<file path="src/core/wtk_defs.vh">
// constants for the watchdog timekeeper register block
`ifndef WTK_DEFS_VH
`define WTK_DEFS_VH

// ********************************************************
// register offsets
// ********************************************************
`define WTK_HUNDREDTHS_SECONDS 4'h0
`define WTK_SECONDS_COUNT      4'h1
`define WTK_MINUTES_COUNT      4'h2
`define WTK_MINUTE_ALARM       4'h3
`define WTK_HOURS_COUNT        4'h4
`define WTK_HOUR_ALARM         4'h5
`define WTK_WEEKDAY_COUNT      4'h6
`define WTK_WEEKDAY_ALARM      4'h7
`define WTK_DATE_COUNT         4'h8
`define WTK_MONTH_AND_OSC      4'h9
`define WTK_COMMAND_CONTROL    4'hb
`define WTK_WATCHDOG_FRACTION  4'hc
`define WTK_WATCHDOG_SECONDS   4'hd

// ********************************************************
// field positions
// ********************************************************
`define WTK_ALARM_MASK_BIT     7
`define WTK_HOUR_12H_BIT       6
`define WTK_HOUR_PM_BIT        5
`define WTK_MONTH_OSC_BIT      7
`define WTK_CMD_TE_BIT         7
`define WTK_CMD_SRC_BIT        6
`define WTK_CMD_PULSE_BIT      4
`define WTK_CMD_WD_MASK_BIT    3
`define WTK_CMD_TOD_MASK_BIT   2

// ********************************************************
// reset values
// ********************************************************
`define WTK_RST_COMMAND        8'h80
`define WTK_RST_TIME           8'h00
`define WTK_RST_ONE            8'h01
`define WTK_RST_MONTH          8'h41

// ********************************************************
// timing
// ********************************************************
`define WTK_CLK_HZ             250000000
`define WTK_TOD_TICK_HZ        100
`define WTK_TICK_CYCLES        (`WTK_CLK_HZ / `WTK_TOD_TICK_HZ)
`define WTK_PULSE_MS           3
`define WTK_PULSE_CYCLES       ((`WTK_PULSE_MS * `WTK_CLK_HZ + 999) / 1000)

`endif

</file>
<file path="src/core/wtk_regs.v">
// timekeeping and watchdog register block with one interrupt output
//
// Summary of operation
// seconds/minutes are bcd, tens above units; bit 7 reads zero
// hours bit 6 picks 12-hour; bit 4 tens, bit 5 pm
// 24-hour: bits 5-4 tens, 00-23; bit 7 reads zero
// weekday number held in bits 2-0, counting 1 to 7
// date bcd 01-31, tens in bits 5-4; bits 7-6 read zero
// month bcd 01-12, tens in bit 4; bit 5 reads zero
// software writes month bit 6 as one
// month bit 7 high stops the oscillator, low runs it
// transfer enable low freezes visible copies; counting continues
// software freezes copies, reads time, then re-enables transfer
// alarm regs match minutes, hours, day; bit 7 masks
// masked fields are skipped; all masked fires each minute
// any access to alarm regs clears time-of-day flag; an alarm hit in the same cycle sets the flag instead
// watchdog interval is bcd hundredths up to 99.99 seconds
// watchdog access reloads countdown and clears flag and output
// countdown at zero raises alarm and restarts, repeating
// watchdog reads give interval; zero interval disables alarm
// command bit 6 routes watchdog (0) or time-of-day (1)
// command bit 4 picks level (0) or pulse of 3 ms (1)
// software writes bit 5 as zero; bit 5 has no function here
// command bits 3 and 2 mask watchdog and time-of-day
// command bits 1,0 are read-only flags; pulse mode tracks output
`timescale 1ns/1ps
`default_nettype none
`include "wtk_defs.vh"

module wtk_regs #(
    parameter integer TICK_CYCLES  = `WTK_TICK_CYCLES,
    parameter integer PULSE_CYCLES = `WTK_PULSE_CYCLES
) (
    input  wire       clock,
    input  wire       rst_b,
    input  wire [3:0] reg_addr,
    input  wire       reg_wr,
    input  wire       reg_rd,
    input  wire [7:0] reg_wdata,
    output wire [7:0] reg_rdata,
    output wire       irq_b
);

    // ********************************************************
    // state
    // ********************************************************
    reg  [7:0]  hund_ff, sec_ff, min_ff, hour_ff;
    reg  [7:0]  wday_ff, date_ff, month_ff;
    reg  [7:0]  vis_ff [0:9];
    reg  [7:0]  cmd_ff;
    reg  [7:0]  wd_frac_ff, wd_sec_ff;
    reg  [13:0] wd_cnt_ff;
    reg  [21:0] div_ff;
    reg  [19:0] pls_ff [0:1];
    reg  [1:0]  flag_ff;
    reg         irq_b_ff;
    reg  [7:0]  rdata_ff;
    reg  [7:0]  nxt_hund, nxt_sec, nxt_min, nxt_hour;
    reg  [7:0]  nxt_wday, nxt_date, nxt_month;
    reg         min_carry, hour_carry, day_carry;
    reg         tod_hit;

    wire        wr_t = reg_wr;
    wire        acc  = reg_wr | reg_rd;
    wire        osc_run = ~month_ff[`WTK_MONTH_OSC_BIT];
    wire        tick = osc_run &&
                       (div_ff == TICK_CYCLES[21:0] - 22'h00_0001);
    wire        pulse_mode = cmd_ff[`WTK_CMD_PULSE_BIT];

    // ********************************************************
    // bcd helpers
    // ********************************************************
    function [7:0] bcd_inc;
        input [7:0] v;
        begin
            if (v[3:0] == 4'h9) begin
                bcd_inc = {v[7:4] + 4'h1, 4'h0};
            end else begin
                bcd_inc = {v[7:4], v[3:0] + 4'h1};
            end
        end
    endfunction

    // february fixed at 28 days: no year is kept here
    function [7:0] last_date;
        input [4:0] m;
        begin
            case (m)
                5'h02:   last_date = 8'h28;
                5'h04, 5'h06, 5'h09, 5'h11: last_date = 8'h30;
                default: last_date = 8'h31;
            endcase
        end
    endfunction

    // ********************************************************
    // oscillator divider, 100 hz tick
    // ********************************************************
    always @(posedge clock or negedge rst_b) begin
        if (!rst_b) begin
            div_ff <= 22'h00_0000;
        end else if (!osc_run || tick) begin
            div_ff <= 22'h00_0000;
        end else begin
            div_ff <= div_ff + 22'h00_0001;
        end
    end

    // ********************************************************
    // internal time counters
    // ********************************************************
    always @* begin
        nxt_hund   = hund_ff;
        nxt_sec    = sec_ff;
        nxt_min    = min_ff;
        nxt_hour   = hour_ff;
        nxt_wday   = wday_ff;
        nxt_date   = date_ff;
        nxt_month  = month_ff;
        min_carry  = 1'b0;
        hour_carry = 1'b0;
        day_carry  = 1'b0;
        if (tick) begin
            if (hund_ff == 8'h99) begin
                nxt_hund = 8'h00;
                // seconds wrap at 59
                if (sec_ff[6:0] == 7'h59) begin
                    nxt_sec   = 8'h00;
                    min_carry = 1'b1;
                end else begin
                    nxt_sec = bcd_inc(sec_ff);
                end
            end else begin
                nxt_hund = bcd_inc(hund_ff);
            end
        end
        if (min_carry) begin
            // minutes wrap at 59
            if (min_ff[6:0] == 7'h59) begin
                nxt_min    = 8'h00;
                hour_carry = 1'b1;
            end else begin
                nxt_min = bcd_inc(min_ff);
            end
        end
        if (hour_carry) begin
            if (hour_ff[`WTK_HOUR_12H_BIT]) begin
                // 12-hour sequence with am/pm
                if (hour_ff[4:0] == 5'h12) begin
                    nxt_hour = {hour_ff[7:5], 5'h01};
                end else if (hour_ff[4:0] == 5'h11) begin
                    nxt_hour = {2'b01, ~hour_ff[5], 5'h12};
                    day_carry = hour_ff[5];
                end else begin
                    nxt_hour = bcd_inc(hour_ff) & 8'h7f;
                end
            end else begin
                // 24-hour wrap after 23
                if (hour_ff[5:0] == 6'h23) begin
                    nxt_hour  = 8'h00;
                    day_carry = 1'b1;
                end else begin
                    nxt_hour = bcd_inc(hour_ff) & 8'h3f;
                end
            end
        end
        if (day_carry) begin
            // weekday 7 wraps to 1
            nxt_wday = (wday_ff[2:0] == 3'h7) ? 8'h01 :
                       {5'h00, wday_ff[2:0] + 3'h1};
            // date wraps at month end
            if (date_ff == last_date(month_ff[4:0])) begin
                nxt_date = 8'h01;
                // month wraps after 12
                nxt_month = (month_ff[4:0] == 5'h12) ?
                            {month_ff[7:5], 5'h01} :
                            (bcd_inc(month_ff) & 8'hdf);
            end else begin
                nxt_date = bcd_inc(date_ff);
            end
        end
        // software writes win over the tick in the same cycle
        if (wr_t) begin
            case (reg_addr)
                `WTK_HUNDREDTHS_SECONDS: nxt_hund = reg_wdata;
                // bit 7 forced to zero
                `WTK_SECONDS_COUNT: nxt_sec = {1'b0, reg_wdata[6:0]};
                `WTK_MINUTES_COUNT: nxt_min = {1'b0, reg_wdata[6:0]};
                // hours bit 7 forced to zero
                `WTK_HOURS_COUNT:   nxt_hour = {1'b0, reg_wdata[6:0]};
                // weekday keeps bits 2-0
                `WTK_WEEKDAY_COUNT: nxt_wday = {5'h00, reg_wdata[2:0]};
                // date bits 7-6 forced to zero
                `WTK_DATE_COUNT:    nxt_date = {2'b00, reg_wdata[5:0]};
                // month bit 5 zero; bit 6 kept as written
                `WTK_MONTH_AND_OSC: nxt_month = {reg_wdata[7:6], 1'b0,
                                                 reg_wdata[4:0]};
                default: ;
            endcase
        end
    end

    always @(posedge clock or negedge rst_b) begin
        if (!rst_b) begin
            hund_ff  <= `WTK_RST_TIME;
            sec_ff   <= `WTK_RST_TIME;
            min_ff   <= `WTK_RST_TIME;
            hour_ff  <= `WTK_RST_TIME;
            wday_ff  <= `WTK_RST_ONE;
            date_ff  <= `WTK_RST_ONE;
            month_ff <= `WTK_RST_MONTH;
        end else begin
            hund_ff  <= nxt_hund;
            sec_ff   <= nxt_sec;
            min_ff   <= nxt_min;
            hour_ff  <= nxt_hour;
            wday_ff  <= nxt_wday;
            date_ff  <= nxt_date;
            // oscillator bit may change at any time
            month_ff <= nxt_month;
        end
    end

    // ********************************************************
    // visible copies and alarm registers
    // ********************************************************
    // while frozen, a write refreshes only its own copy, not all of them
    wire [15:0] wdec = wr_t ? (16'h0001 << reg_addr) : 16'h0000;
    wire [9:0]  csel = cmd_ff[`WTK_CMD_TE_BIT] ? 10'h3ff : wdec[9:0];
    integer i;
    always @(posedge clock or negedge rst_b) begin
        if (!rst_b) begin
            for (i = 0; i < 10; i = i + 1) begin
                vis_ff[i] <= `WTK_RST_TIME;
            end
            vis_ff[6] <= `WTK_RST_ONE;
            vis_ff[8] <= `WTK_RST_ONE;
            vis_ff[9] <= `WTK_RST_MONTH;
        end else begin
            // copies track only while transfer is enabled
            if (csel[0]) vis_ff[0] <= nxt_hund;
            if (csel[1]) vis_ff[1] <= nxt_sec;
            if (csel[2]) vis_ff[2] <= nxt_min;
            if (csel[4]) vis_ff[4] <= nxt_hour;
            if (csel[6]) vis_ff[6] <= nxt_wday;
            if (csel[8]) vis_ff[8] <= nxt_date;
            if (csel[9]) vis_ff[9] <= nxt_month;
            // alarm regs keep mask bit 7
            if (wdec[3]) vis_ff[3] <= reg_wdata;
            if (wdec[5]) vis_ff[5] <= reg_wdata;
            if (wdec[7]) vis_ff[7] <= {reg_wdata[7], 4'h0, reg_wdata[2:0]};
        end
    end

    // ********************************************************
    // time-of-day alarm compare
    // ********************************************************
    always @* begin
        // fires as seconds roll 59 to 00, masked fields skipped
        // unmasked fields must equal the new time
        tod_hit = min_carry &&
            (vis_ff[3][`WTK_ALARM_MASK_BIT] ||
             vis_ff[3][6:0] == nxt_min[6:0]) &&
            (vis_ff[5][`WTK_ALARM_MASK_BIT] ||
             vis_ff[5][6:0] == nxt_hour[6:0]) &&
            (vis_ff[7][`WTK_ALARM_MASK_BIT] ||
             vis_ff[7][2:0] == nxt_wday[2:0]);
    end

    // ********************************************************
    // watchdog
    // ********************************************************
    wire        wd_acc = acc && (reg_addr == `WTK_WATCHDOG_FRACTION ||
                                 reg_addr == `WTK_WATCHDOG_SECONDS);
    wire        tod_acc = acc && (reg_addr == `WTK_MINUTE_ALARM ||
                                  reg_addr == `WTK_HOUR_ALARM ||
                                  reg_addr == `WTK_WEEKDAY_ALARM);
    wire [7:0]  wd_frac_new = (reg_wr && reg_addr ==
                   `WTK_WATCHDOG_FRACTION) ? reg_wdata : wd_frac_ff;
    wire [7:0]  wd_sec_new = (reg_wr && reg_addr ==
                   `WTK_WATCHDOG_SECONDS) ? reg_wdata : wd_sec_ff;
    // bcd interval converted to hundredths
    wire [13:0] wd_ivl = {10'h000, wd_sec_new[7:4]} * 14'd1000 +
                         {10'h000, wd_sec_new[3:0]} * 14'd100 +
                         {10'h000, wd_frac_new[7:4]} * 14'd10 +
                         {10'h000, wd_frac_new[3:0]};
    // zero interval never fires
    wire        wd_hit = tick && !wd_acc && wd_ivl != 14'h0000 &&
                         wd_cnt_ff <= 14'h0001;

    always @(posedge clock or negedge rst_b) begin
        if (!rst_b) begin
            wd_frac_ff <= `WTK_RST_TIME;
            wd_sec_ff  <= `WTK_RST_TIME;
            wd_cnt_ff  <= 14'h0000;
        end else begin
            wd_frac_ff <= wd_frac_new;
            wd_sec_ff  <= wd_sec_new;
            // any access reloads the countdown
            if (wd_acc) begin
                wd_cnt_ff <= wd_ivl;
            // restart after reaching zero
            end else if (wd_hit) begin
                wd_cnt_ff <= wd_ivl;
            end else if (tick && wd_cnt_ff != 14'h0000) begin
                wd_cnt_ff <= wd_cnt_ff - 14'h0001;
            end
        end
    end

    // ********************************************************
    // alarm flags, pulse timers and output
    // ********************************************************
    // index 0 time-of-day, index 1 watchdog
    wire [1:0] hit = {wd_hit, tod_hit};
    wire [1:0] clr = {wd_acc, tod_acc};

    integer k;
    always @(posedge clock or negedge rst_b) begin
        if (!rst_b) begin
            flag_ff   <= 2'b00;
            pls_ff[0] <= 20'h0_0000;
            pls_ff[1] <= 20'h0_0000;
        end else begin
            for (k = 0; k < 2; k = k + 1) begin
                // a new time-of-day alarm wins over a clearing access; a watchdog access blocks wd_hit
                if (hit[k]) begin
                    flag_ff[k] <= 1'b1;
                    pls_ff[k]  <= PULSE_CYCLES[19:0] - 20'h0_0001;
                // access clears the flag and output
                end else if (clr[k]) begin
                    flag_ff[k] <= 1'b0;
                    pls_ff[k]  <= 20'h0_0000;
                // pulse flag ends after the pulse time
                end else if (pulse_mode && flag_ff[k]) begin
                    if (pls_ff[k] == 20'h0_0000) begin
                        flag_ff[k] <= 1'b0;
                    end else begin
                        pls_ff[k] <= pls_ff[k] - 20'h0_0001;
                    end
                end
            end
        end
    end

    // source select; per-source mask
    wire irq_act = cmd_ff[`WTK_CMD_SRC_BIT] ?
                   (flag_ff[0] & ~cmd_ff[`WTK_CMD_TOD_MASK_BIT]) :
                   (flag_ff[1] & ~cmd_ff[`WTK_CMD_WD_MASK_BIT]);

    always @(posedge clock or negedge rst_b) begin
        if (!rst_b) begin
            irq_b_ff <= 1'b1;
        end else begin
            irq_b_ff <= ~irq_act;
        end
    end

    // ********************************************************
    // command register and read port
    // ********************************************************
    always @(posedge clock or negedge rst_b) begin
        if (!rst_b) begin
            cmd_ff <= `WTK_RST_COMMAND;
        end else if (reg_wr && reg_addr == `WTK_COMMAND_CONTROL) begin
            // flag bits 1-0 are not writable
            cmd_ff <= {reg_wdata[7:2], 2'b00};
        end
    end

    always @(posedge clock or negedge rst_b) begin
        if (!rst_b) begin
            rdata_ff <= 8'h00;
        end else if (reg_rd) begin
            case (reg_addr)
                `WTK_HUNDREDTHS_SECONDS: rdata_ff <= vis_ff[0];
                `WTK_SECONDS_COUNT:      rdata_ff <= vis_ff[1];
                `WTK_MINUTES_COUNT:      rdata_ff <= vis_ff[2];
                `WTK_MINUTE_ALARM:       rdata_ff <= vis_ff[3];
                `WTK_HOURS_COUNT:        rdata_ff <= vis_ff[4];
                `WTK_HOUR_ALARM:         rdata_ff <= vis_ff[5];
                `WTK_WEEKDAY_COUNT:      rdata_ff <= vis_ff[6];
                `WTK_WEEKDAY_ALARM:      rdata_ff <= vis_ff[7];
                `WTK_DATE_COUNT:         rdata_ff <= vis_ff[8];
                `WTK_MONTH_AND_OSC:      rdata_ff <= vis_ff[9];
                `WTK_COMMAND_CONTROL:
                    rdata_ff <= {cmd_ff[7:2], flag_ff[1], flag_ff[0]};
                // reads give the entered interval, not the count
                `WTK_WATCHDOG_FRACTION:  rdata_ff <= wd_frac_ff;
                `WTK_WATCHDOG_SECONDS:   rdata_ff <= wd_sec_ff;
                default:                 rdata_ff <= 8'h00;
            endcase
        end
    end

    assign reg_rdata = rdata_ff;
    assign irq_b     = irq_b_ff;

endmodule // wtk_regs
`default_nettype wire

</file>
<file path="config.mk">
export PLATFORM = sky130hd
export DESIGN_NAME = wtk_regs
export DESIGN_NICKNAME = d
export VERILOG_FILES = /design/src/core/wtk_regs.v
export VERILOG_INCLUDE_DIRS = /design/src /design/src/core
export SDC_FILE = /design/constraint.sdc
export NUM_CORES = 1
export LEC_CHECK = 0
export ABC_AREA = 1
export BUFFER_PORTS_ARGS = -buffer_cell sky130_fd_sc_hd__buf_2
export CORE_MARGIN = 2
export CORE_UTILIZATION = 30
export CTS_CLUSTER_SIZE = 14
export DETAILED_ROUTE_END_ITERATION = 16
export PLACE_DENSITY = 0.43
export SLEW_MARGIN = 20
export SYNTH_ARGS = -nofsm -noshare
export SYNTH_HDL_FRONTEND = slang
export SYNTH_SLANG_ARGS = --single-unit
export TNS_END_PERCENT = 10
</file>
<file path="constraint.sdc">
create_clock -name clock -period 6.5 [get_ports clock]
set_input_delay 1.3 -clock clock [delete_from_list [all_inputs] [get_ports clock]]
set_output_delay 1.3 -clock clock [all_outputs]
set_load 0.005 [all_outputs]
</file>
* After elaboration in Yosys (flattened, before gate mapping)
Cells that the tools add are included.
Word-level totals: input bits 16, output and inout bits 9, word-level logic and storage cells 215, register bits after elaboration 241
Operators by class: multiply operators 3, $add $sub $neg 20, reductions and logical operators 38, shifts and indexed selects 1, mux-type cells 78, eq/ne operators 38, bitwise operators 8, magnitude comparators 1
Operators with widths (number):
- $mux 8 | 38
- $mux 20 | 8
- $pmux 8 s13 | 1
- $add 4x1->4 const B | 11
- $eq 4x4->1 const B | 11
- $mux 14 | 3
- $logic_not 20->1 | 2
- $sub 20x1->20 const B | 2
- $reduce_bool 14->1 | 2
- $add 22x1->22 const B | 1
- $eq 22x22->1 const B | 1
- $mux 22 | 1
- $eq 5x5->1 const B | 4
- $mux 10 | 2
- $mux 1 | 19
- $eq 4x3->1 const B | 4
- $logic_and 1x1->1 | 15
- $reduce_bool 3->1 | 5
- $add 14x11->14 | 1
- $add 14x4->14 | 1
- $add 14x8->14 | 1
- $eq 7x7->1 | 2
- $eq 7x7->1 const B | 2
- $le 14x1->1 const B | 1
- other kinds (29) | 49

* Logic depth before layout (Yosys ltp)
Gate-level depths: netlist of the first run.
depth after elaboration 14, mapped depth 34, depth with buffers taken out 34

* Worst setup path after synthesis of the first run
OpenSTA, ideal clock, no wires.
path type input to register, start in reg_addr[1], end reg pls_ff[8] (netlist name), cell stages on the path 26, buffers on the path 2, required time 6376 ps, arrival time 6573 ps, path slack -197 ps, library setup time 124 ps, path through inv_2 > nand2_2 > nor2_8 > nand2_4 > clkbuf_1 > o21ai_0 > fa_1 > fa_1 > inv_1 > fa_1 > inv_1 > ha_1 > ha_1 > nand2_1 > nor4_1 > nor2_1 > o21ai_0 > xnor2_1 > nand4_1 > nor2_1 > nand3_2 > nand2_4 > nand3_2 > buf_6 > nor2_1 > a21oi_2
On the way: longest elaborated chain between the ends 12, elaborated cells on any way between the ends 24, those cells by class 3 x add/sub; 3 x mul; 3 x eq/ne; 4 x mux; 11 x reduce/logical
RTL lines:
- start, declared | line wtk_regs.v:36 | input wire [3:0] reg_addr,
- $eq 4x4->1 (*)
- $logic_and 1x1->1 (no source line) (*)
- $mux 8 (*) | line wtk_regs.v:280 | wire [7:0] wd_sec_new = (reg_wr && reg_addr ==
- via wd_sec_new[4] | line wtk_regs.v:280
- $mul 4x7->11 (*) | line wtk_regs.v:283 | wire [13:0] wd_ivl = {10'h000, wd_sec_new[7:4]} * 14'd1000 +
- $add 14x11->14 (*) | line wtk_regs.v:283
- $add 14x8->14 (*) | line wtk_regs.v:284 | {10'h000, wd_sec_new[3:0]} * 14'd100 +
- $add 14x4->14 (*) | line wtk_regs.v:285 | {10'h000, wd_frac_new[7:4]} * 14'd10 +
- $reduce_bool 14->1 (*) | line wtk_regs.v:288 | wire wd_hit = tick && !wd_acc && wd_ivl != 14'h0000 &&
- $logic_and 1x1->1 (*) (2 in series) | line wtk_regs.v:288
- $ne 3x3->1 (no source line) / $reduce_bool 3->1 (equally long branches)
- $reduce_and 2->1 (no source line)
- end signal, assigned by index | line wtk_regs.v:329 | pls_ff[k] <= PULSE_CYCLES[19:0] - 20'h0_0001;
- end signal, assigned by index | line wtk_regs.v:339 | pls_ff[k] <= pls_ff[k] - 20'h0_0001;
- end, declared | line wtk_regs.v:54 | reg [19:0] pls_ff [0:1];
Mark *: on every way through the listed nets, which the timed path passes. The rest lies on a longest branch. A chain may end at the register's enable or synchronous reset.

* Final worst setup path of the first run
start in reg_addr[0], end reg wd_cnt_ff[7]
On the way: elaborated cells on any way between the ends 22, those cells by class 3 x add/sub; 3 x mul; 2 x eq/ne; 4 x mux; 10 x reduce/logical
RTL lines:
- $eq 4x4->1 (*)
- $logic_and 1x1->1 (no source line) (*)
- $mux 8 (*) | line wtk_regs.v:278 | wire [7:0] wd_frac_new = (reg_wr && reg_addr ==
- via wd_frac_new[5] | line wtk_regs.v:278
- $mul 4x3->7 (*) | line wtk_regs.v:285
- $add 14x8->14 (*) | line wtk_regs.v:284
- $add 14x4->14 (*) | line wtk_regs.v:285
- $reduce_bool 14->1 | line wtk_regs.v:288
- $logic_and 1x1->1 (2 in series) | line wtk_regs.v:288
- $mux 14 | line wtk_regs.v:303 | end else if (wd_hit) begin
- $mux 14 | line wtk_regs.v:300 | if (wd_acc) begin
- end signal, assigned | line wtk_regs.v:301 | wd_cnt_ff <= wd_ivl;
- end signal, assigned | line wtk_regs.v:304 | wd_cnt_ff <= wd_ivl;
- end signal, assigned | line wtk_regs.v:306 | wd_cnt_ff <= wd_cnt_ff - 14'h0001;
- end, declared | line wtk_regs.v:52 | reg [13:0] wd_cnt_ff;
Marked as above.

==> impl_metrics.csv, run 1 <==
group,metric,value,unit
critical_path,cp_data_required_time,6.97,ns
routing,drcViolationCount,0,
sta,setup-violations-final,0,
global_route,overflow,0,
routing,detail_route.wl_per_cell,17.6,microns
critical_path,worstPathArrival,6.52,ns
yosys,synth_area_leaders,"dfrtp_1, nand2_1, inv_1",
min_path,hold_path_class,"reg -> reg",
die,die_h,227,microns
yosys,yosysSeqAreaShare,40.5,%
global_route,grt_first_pass_wirelength,75.3,mm
cts,cts_resized,0,
critical_path,path_max_fanout,7,
critical_path,r2r_setup_slack,1.33,ns
sta,max_slew_margin,41.3,%
yosys,synth_area_per_cell,7.76,sq um
yosys,synth_cell_types,64,
yosys,synth_area_leader_cell,"dfrtp_1",
placed_design,port_buffers,24,
power,finalPower,6980,uW
cts,cts_hold_buf,0,
global_route,grt_antenna_before_repair,0,
finish,finalNetCount,2125,
sta,rsz0062_at_grt,"no",
yosys,synth_seq_cells,241,
cts,numCtsBuffers,31,
die,fp.dieArea,51500,sq um
sta,hold_viol_final,0,
sta,fin_crit_sh,93.2,%
cts,postCtsSetupBuffers,0,
yosys,syn-num-nets,2025,
power,peakVddDrop,0.539,mV
routing,via_count,13100,
power,pwr_density_cell,402,nW/um^2
finish,layout_common_cells,"nand2_1, inv_1, dfrtp_1",
routing,dr.pass1.iters,5,
cts,htree_levels,1,
sta,whs,0.460,ns
die,row_count,81,
routing,ant_nets,0,
sta,max_freq,0.165,GHz
placed_design,gp_congestion,0.882,
critical_path,start_kind,"input port",
cts,clkSinkCount,241,
sta,tns,0,ns
sta,tightest_slew,0.880,ns
min_path,hold_start,"div_ff[0]",
routing,drt_first_iter_violations,824,
global_route,grtUsageTotal,19.0,%
global_route,grt_pass1_vias,13100,
min_path,min_to,"div_ff[0]",
global_route,grt_max_degree,139,
routing,via_per_inst,4.83,
finish,stdcell_count,2708,
power,leakage,0.00845,uW
sta,slew_violations,0,
die,coreArea,49100,sq um
finish,final_common_cell,"nand2_1",
yosys,synth_cells,1922,
cts,path_clk_slew,0.06,ns
yosys,ys_async_sr_fraction,100,%
sta,layout_min_cycle_time,6.06,ns
critical_path,critPathKind,"in -> reg",
yosys,yosysWarnings,0,
critical_path,rr_worst_depth,28,
cts,cts_buffer_depth,3,
critical_path,cp-end-kind,"flip-flop",
die,io_pins,25,
yosys,synth_ff_type,"dfrtp_1",
finish,syn_to_final_growth,16.5,%
sta,fin_skew,0.0212,ns
placed_design,dp.cells,2653,
finish,n_antenna_cell,0,
routing,wirelength,47.5,mm
cts,cts_tree,"yes",
yosys,synth_top_area_share,38.7,%
die,die_x,227,microns
finish,drive_above_1_share,10.7,%
critical_path,timing.rr.start,"wd_sec_ff[6]",
outcome,run_status,"completed",
job,cap_violations,0,
critical_path,r2r-end,"wd_cnt_ff[7]",
yosys,syn_area,14900,sq um
die,initial_utilization,30.4,%
min_path,hold_depth,1,
cts,cts-root-buf,"clkbuf_16",
yosys,synth-edff-count,0,
placed_design,hpwlAfterDp,36.1,mm
cts,clk_latency,0.58,ns
==> Yosys cell counts, drive strengths merged (2+ instances only) <==
cell	count
a211o	2
a211oi	2
a21o	3
a21oi	61
a221oi	20
a22o	2
a22oi	4
a31oi	7
buf	9
clkbuf	20
clkinv	4
dfrtp	231
dfstp	10
fa	14
ha	73
inv	289
mux2	7
nand2	442
nand3	111
nand3b	3
nand4	37
nor2	225
nor3	29
nor3b	4
nor4	15
o2111ai	5
o211ai	5
o21ai	152
o21bai	3
o22ai	19
o311ai	13
o31ai	4
o41ai	2
or2	5
or4	2
xnor2	23
xor2	56
==> routing by layer <==
| metal | vias to the layer above | part of all wire, % | routed length, microns | global-route usage, % |
|---|---|---|---|---|
| li1 | 6493 | - | - | - |
| met1 | 6274 | 48 | 22600 | 26.3 |
| met2 | 252 | 45 | 21400 | 30.8 |
| met3 | 72 | 4.4 | 2080 | 2.81 |
| met4 | 0 | 3.1 | 1460 | 5.76 |
| met5 | - | 0 | 0 | 0 |
==> flip-flops by register name, indices dropped and copies added (netlist names), 8 cells and up <==
| signal | flops |
|---|---|
| date_ff | 8 |
| div_ff | 22 |
| hour_ff | 8 |
| hund_ff | 8 |
| min_ff | 8 |
| month_ff | 8 |
| pls_ff | 40 |
| reg_rdata | 8 |
| sec_ff | 8 |
| vis_ff | 76 |
| wd_cnt_ff | 14 |
| wd_frac_ff | 8 |
| wd_sec_ff | 8 |
| wday_ff | 8 |
==> area by class of cell <==
cell class | count | area [sq um]
clock buffers | 45 | 898
clock inverters | 10 | 156
fillers | 5268 | 31700
inverters | 293 | 1100
multi-input cells | 1359 | 7650
flip-flops and latches | 241 | 6040
well taps | 664 | 831
repair buffers | 96 | 696
==> where the power goes <==
group          total [uW]  internal (uW)  switching, uW  leakage, uW
clock                1790           1110            686     0.000517
combinational        3070           1380           1690      0.00492
sequential           2120           1830            291      0.00302
==> how the worst max path moves through the flow <==
| stage | startpoint | to | slack (ns) |
|---|---|---|---|
| finish | reg_addr[0] | wd_cnt_ff[7] | 0.44 |
| global route | reg_addr[1] | wd_cnt_ff[8] | 0.02 |
| CTS | reg_addr[1] | pls_ff[14] | 0.38 |
| detailed placement | reg_addr[1] | pls_ff[17] | -0.21 |
| global placement | reg_addr[1] | wd_cnt_ff[12] | -0.20 |
| floorplan | reg_addr[1] | pls_ff[8] | 0.15 |
==> per-stage QoR <==
step / setup slack, ns / util (%) / cell area, sq um
after detailed placement: -0.212 / 33.2 / 16300
after floorplan: 0.145 / - / 14900
after global routing: 0.0248 / 35.4 / 17400
after CTS: 0.380 / 35.4 / 17400
final: 0.444 / 35.4 / 17400
after global placement: -0.196 / 33.2 / 16300
==> critical path, cell delays in order <==
cell     delay [ns]
buf_2          0.13
nor2_1         0.23
inv_1          0.18
nor2_2         0.15
nand2_1        0.12
o21ai_0        0.31
ha_1           0.30
ha_1           0.22
fa_1           0.48
inv_1          0.05
fa_1           0.47
inv_1          0.04
ha_1           0.28
ha_1           0.34
inv_1          0.08
nor4_1         0.26
nor2_1         0.09
o21ai_0        0.29
xnor2_1        0.20
nand4_1        0.12
nor2_1         0.12
nand3_2        0.12
nand2_4        0.17
nand3_2        0.11
buf_4          0.21
nor2_1         0.09
nor2_1         0.05
==> kinds of logic (layout without fill, tap and decap cells) <==
group / Yosys count / count (layout) / share of synthesized area [%]
simple gates: 876 / 876 / 25.3
mux: 8 / 8 / 0.595
xor+xnor: 79 / 79 / 4.64
fa+ha+maj: 87 / 87 / 8.00
buf+inv: 322 / 444 / 8.36
compound gates: 309 / 309 / 12.6
flops: 241 / 241 / 40.5
Note: power is estimated with default switching activity, not from simulation.
==> run 2: changes to the inputs <==
--- a/config.mk
+++ b/config.mk
@@ -7,11 +7,12 @@
 export NUM_CORES = 1
 export LEC_CHECK = 0
 export ABC_AREA = 1
-export BUFFER_PORTS_ARGS = -buffer_cell sky130_fd_sc_hd__buf_2
+export CORE_ASPECT_RATIO = 0.6
 export CORE_MARGIN = 2
 export CORE_UTILIZATION = 30
 export CTS_CLUSTER_SIZE = 14
 export DETAILED_ROUTE_END_ITERATION = 16
+export DONT_BUFFER_PORTS = 1
 export PLACE_DENSITY = 0.43
 export SLEW_MARGIN = 20
 export SYNTH_ARGS = -nofsm -noshare
==> run 2 against run 1 <==
Sequential cell count unchanged. Total power decreased by 2.7%. First-iteration DRC count increased by 32%. Via count decreased by 1.0%. Worst setup slack improved by 0.041 ns. Worst hold slack got worse by 0.039 ns. Clock skew increased by 0.0096 ns. Routed wire length increased by 0.48%. Largest cell class unchanged. Sequential share of layout area increased by 0.77 points. Clock power decreased by 4%. Highest routed layer is now met5.
==> impl_metrics.csv, run 2 (same netlist as run 1, synthesis figures left out) <==
group,metric,value,unit
finish,layout_common_cells,"nand2_1, inv_1, dfrtp_1",
sta,tns,0,ns
job,cap_violations,0,
routing,ant_nets,0,
power,clock_power_share,25.1,%
cts,path_clk_slew,0.06,ns
cts,htree_levels,1,
power,p_seq_share,31.5,%
global_route,grt_max_degree,242,
power,swShare,39.3,%
critical_path,slowest_delay,0.48,ns
finish,syn_to_final_growth,13.9,%
finish,largest_register,"vis_ff",
critical_path,critPathKind,"in -> reg",
critical_path,start_kind,"input port",
die,row_count,63,
sta,fin_ws,0.484,ns
routing,drt_first_iter_violations,1084,
placed_design,dp_slack,-0.128,ns
critical_path,path_common_cell,"ha_1",
critical_path,path_max_fanout,12,
die,coreArea,49300,sq um
routing,dr.pass1.iters,5,
power,switchingPower,2670,uW
global_route,grt_antenna_before_repair,2,
cts,numCtsBuffers,28,
sta,fin_skew,0.0309,ns
power,share_comb_of_total_power,43.3,%
power,pwr_density_cell,400,nW/um^2
die,die_x,292,microns
die,fp.dieArea,51600,sq um
cts,postCtsSetupBuffers,0,
power,leakage,0.00822,uW
global_route,overflow,0,
sta,slew_violations,0,
placed_design,hpwlAfterDp,36.6,mm
placed_design,gp_congestion,0.862,
outcome,run_status,"completed",
critical_path,cp-end-kind,"flip-flop",
cts,cts-root-buf,"clkbuf_16",
critical_path,cp_slowest_cell,"fa_1",
finish,reg_top3,"vis_ff x76, pls_ff x40, div_ff x22",
finish,finalNetCount,2082,
finish,largest_reg_flops,76,
routing,via_count,13000,
die,io_pins,25,
sta,setup-violations-final,0,
finish,drive_above_1_share,8.85,%
placed_design,port_buffers,0,
power,p_int,4120,uW
power,peakVddDrop,0.300,mV
global_route,grt_pass1_vias,12300,
global_route,grt_first_pass_wirelength,75.3,mm
routing,detail_route.wl_per_cell,18.0,microns
sta,tightest_slew,0.904,ns
sta,fin_crit_sh,92.5,%
cts,cts_tree,"yes",
finish,final_common_cell,"nand2_1",
sta,max_slew_margin,39.5,%
die,die_h,177,microns
global_route,grtUsageTotal,18.9,%
min_path,hold_path_class,"in -> async",
die,initial_utilization,30.3,%
cts,clkSinkCount,241,
critical_path,worstPathArrival,6.45,ns
sta,max_freq,0.166,GHz
critical_path,cp_data_required_time,6.93,ns
sta,whs,0.421,ns
finish,n_fill_cell,5177,
power,finalPower,6790,uW
routing,via_per_inst,4.89,
sta,rsz0062_at_grt,"no",
routing,wirelength,47.8,mm
cts,clk_latency,0.58,ns
finish,post-route-util,34.5,%
sta,layout_min_cycle_time,6.02,ns
cts,cts_buffer_depth,3,
routing,drcViolationCount,0,
sta,hold_viol_final,0,
run 2: cell types whose count changed in the layout (fill, tap and decap cells not counted), sizes merged:
cell / delta
buf: -40
bufinv: -1
clkbuf: -5
clkinv: +1
clkinvlp: +1
diode: +3
inv: -1
run 2: final cells by class:
class                      count  area, sq um  share of cell area [%]
clock buffer                  40          837                    4.92
tap                          650          813                    4.79
inverter                     293         1100                    6.47
clock inverter                10          134                   0.788
timing repair buffer          56          433                    2.55
multi-input combinational   1359         7630                    44.9
sequential                   241         6040                    35.6
antenna                        3         7.51                  0.0442
run 2: repair_timing:
action                     4_1_cts  5_1_grt
hold buffers                     0        0
resized for setup                0        1
setup endpoints to repair        0        3
run 2: critical path, delay by kind of cell:
family                   cells  cell delay [ns]
adder cells (fa/ha/maj)      7             2.36
AND/OR/NAND/NOR             12             1.62
AO/OA/AOI/OAI                6             0.72
XOR/XNOR                     2             0.29
buffers and inverters        2             0.13
run 2: path summary, 6_finish.rpt:
| kind | start | end | slack [ns] | depth (start not counted) |
|---|---|---|---|---|
| max | reg_addr[2] | pls_ff[12] | 0.48 | 29 |
| min | rst_b | div_ff[12] | 0.42 | 0 |
| max reg2reg | wd_sec_ff[6] | pls_ff[12] | 1.14 | 27 |
| min reg2reg | div_ff[0] | div_ff[0] | 0.47 | 1 |
| max in group asynchronous | rst_b | date_ff[6] | 5.49 | 0 |
| min in group clock | div_ff[0] | div_ff[0] | 0.47 | 1 |
run 2: through the flow:
step | std cells | cell area (sq um)
4_1_cts | 2649 | 17000
3_5_place_dp | 2599 | 16000
3_3_place_gp | 2599 | 16000
6_report | 2652 | 17000
2_1_floorplan | 1922 | 14900
5_1_grt | 2649 | 17000
run 2: per-layer routing:
layer	vias to the layer above	GRT usage, %	wire length [microns]
li1	6424	-	-
met1	6116	30.9	26100
met2	339	24.0	17100
met3	69	4.09	3400
met4	8	4.60	1110
met5	-	0	50
run 2: power groups by stage:
stage               logic, uW  clock network [uW]  registers, uW
floorplan                1900                   0           2030
global route             3370                1810           2180
CTS                      2940                1750           2130
finish                   2940                1710           2140
detailed placement       2910                   0           2160
global placement         2900                   0           2160
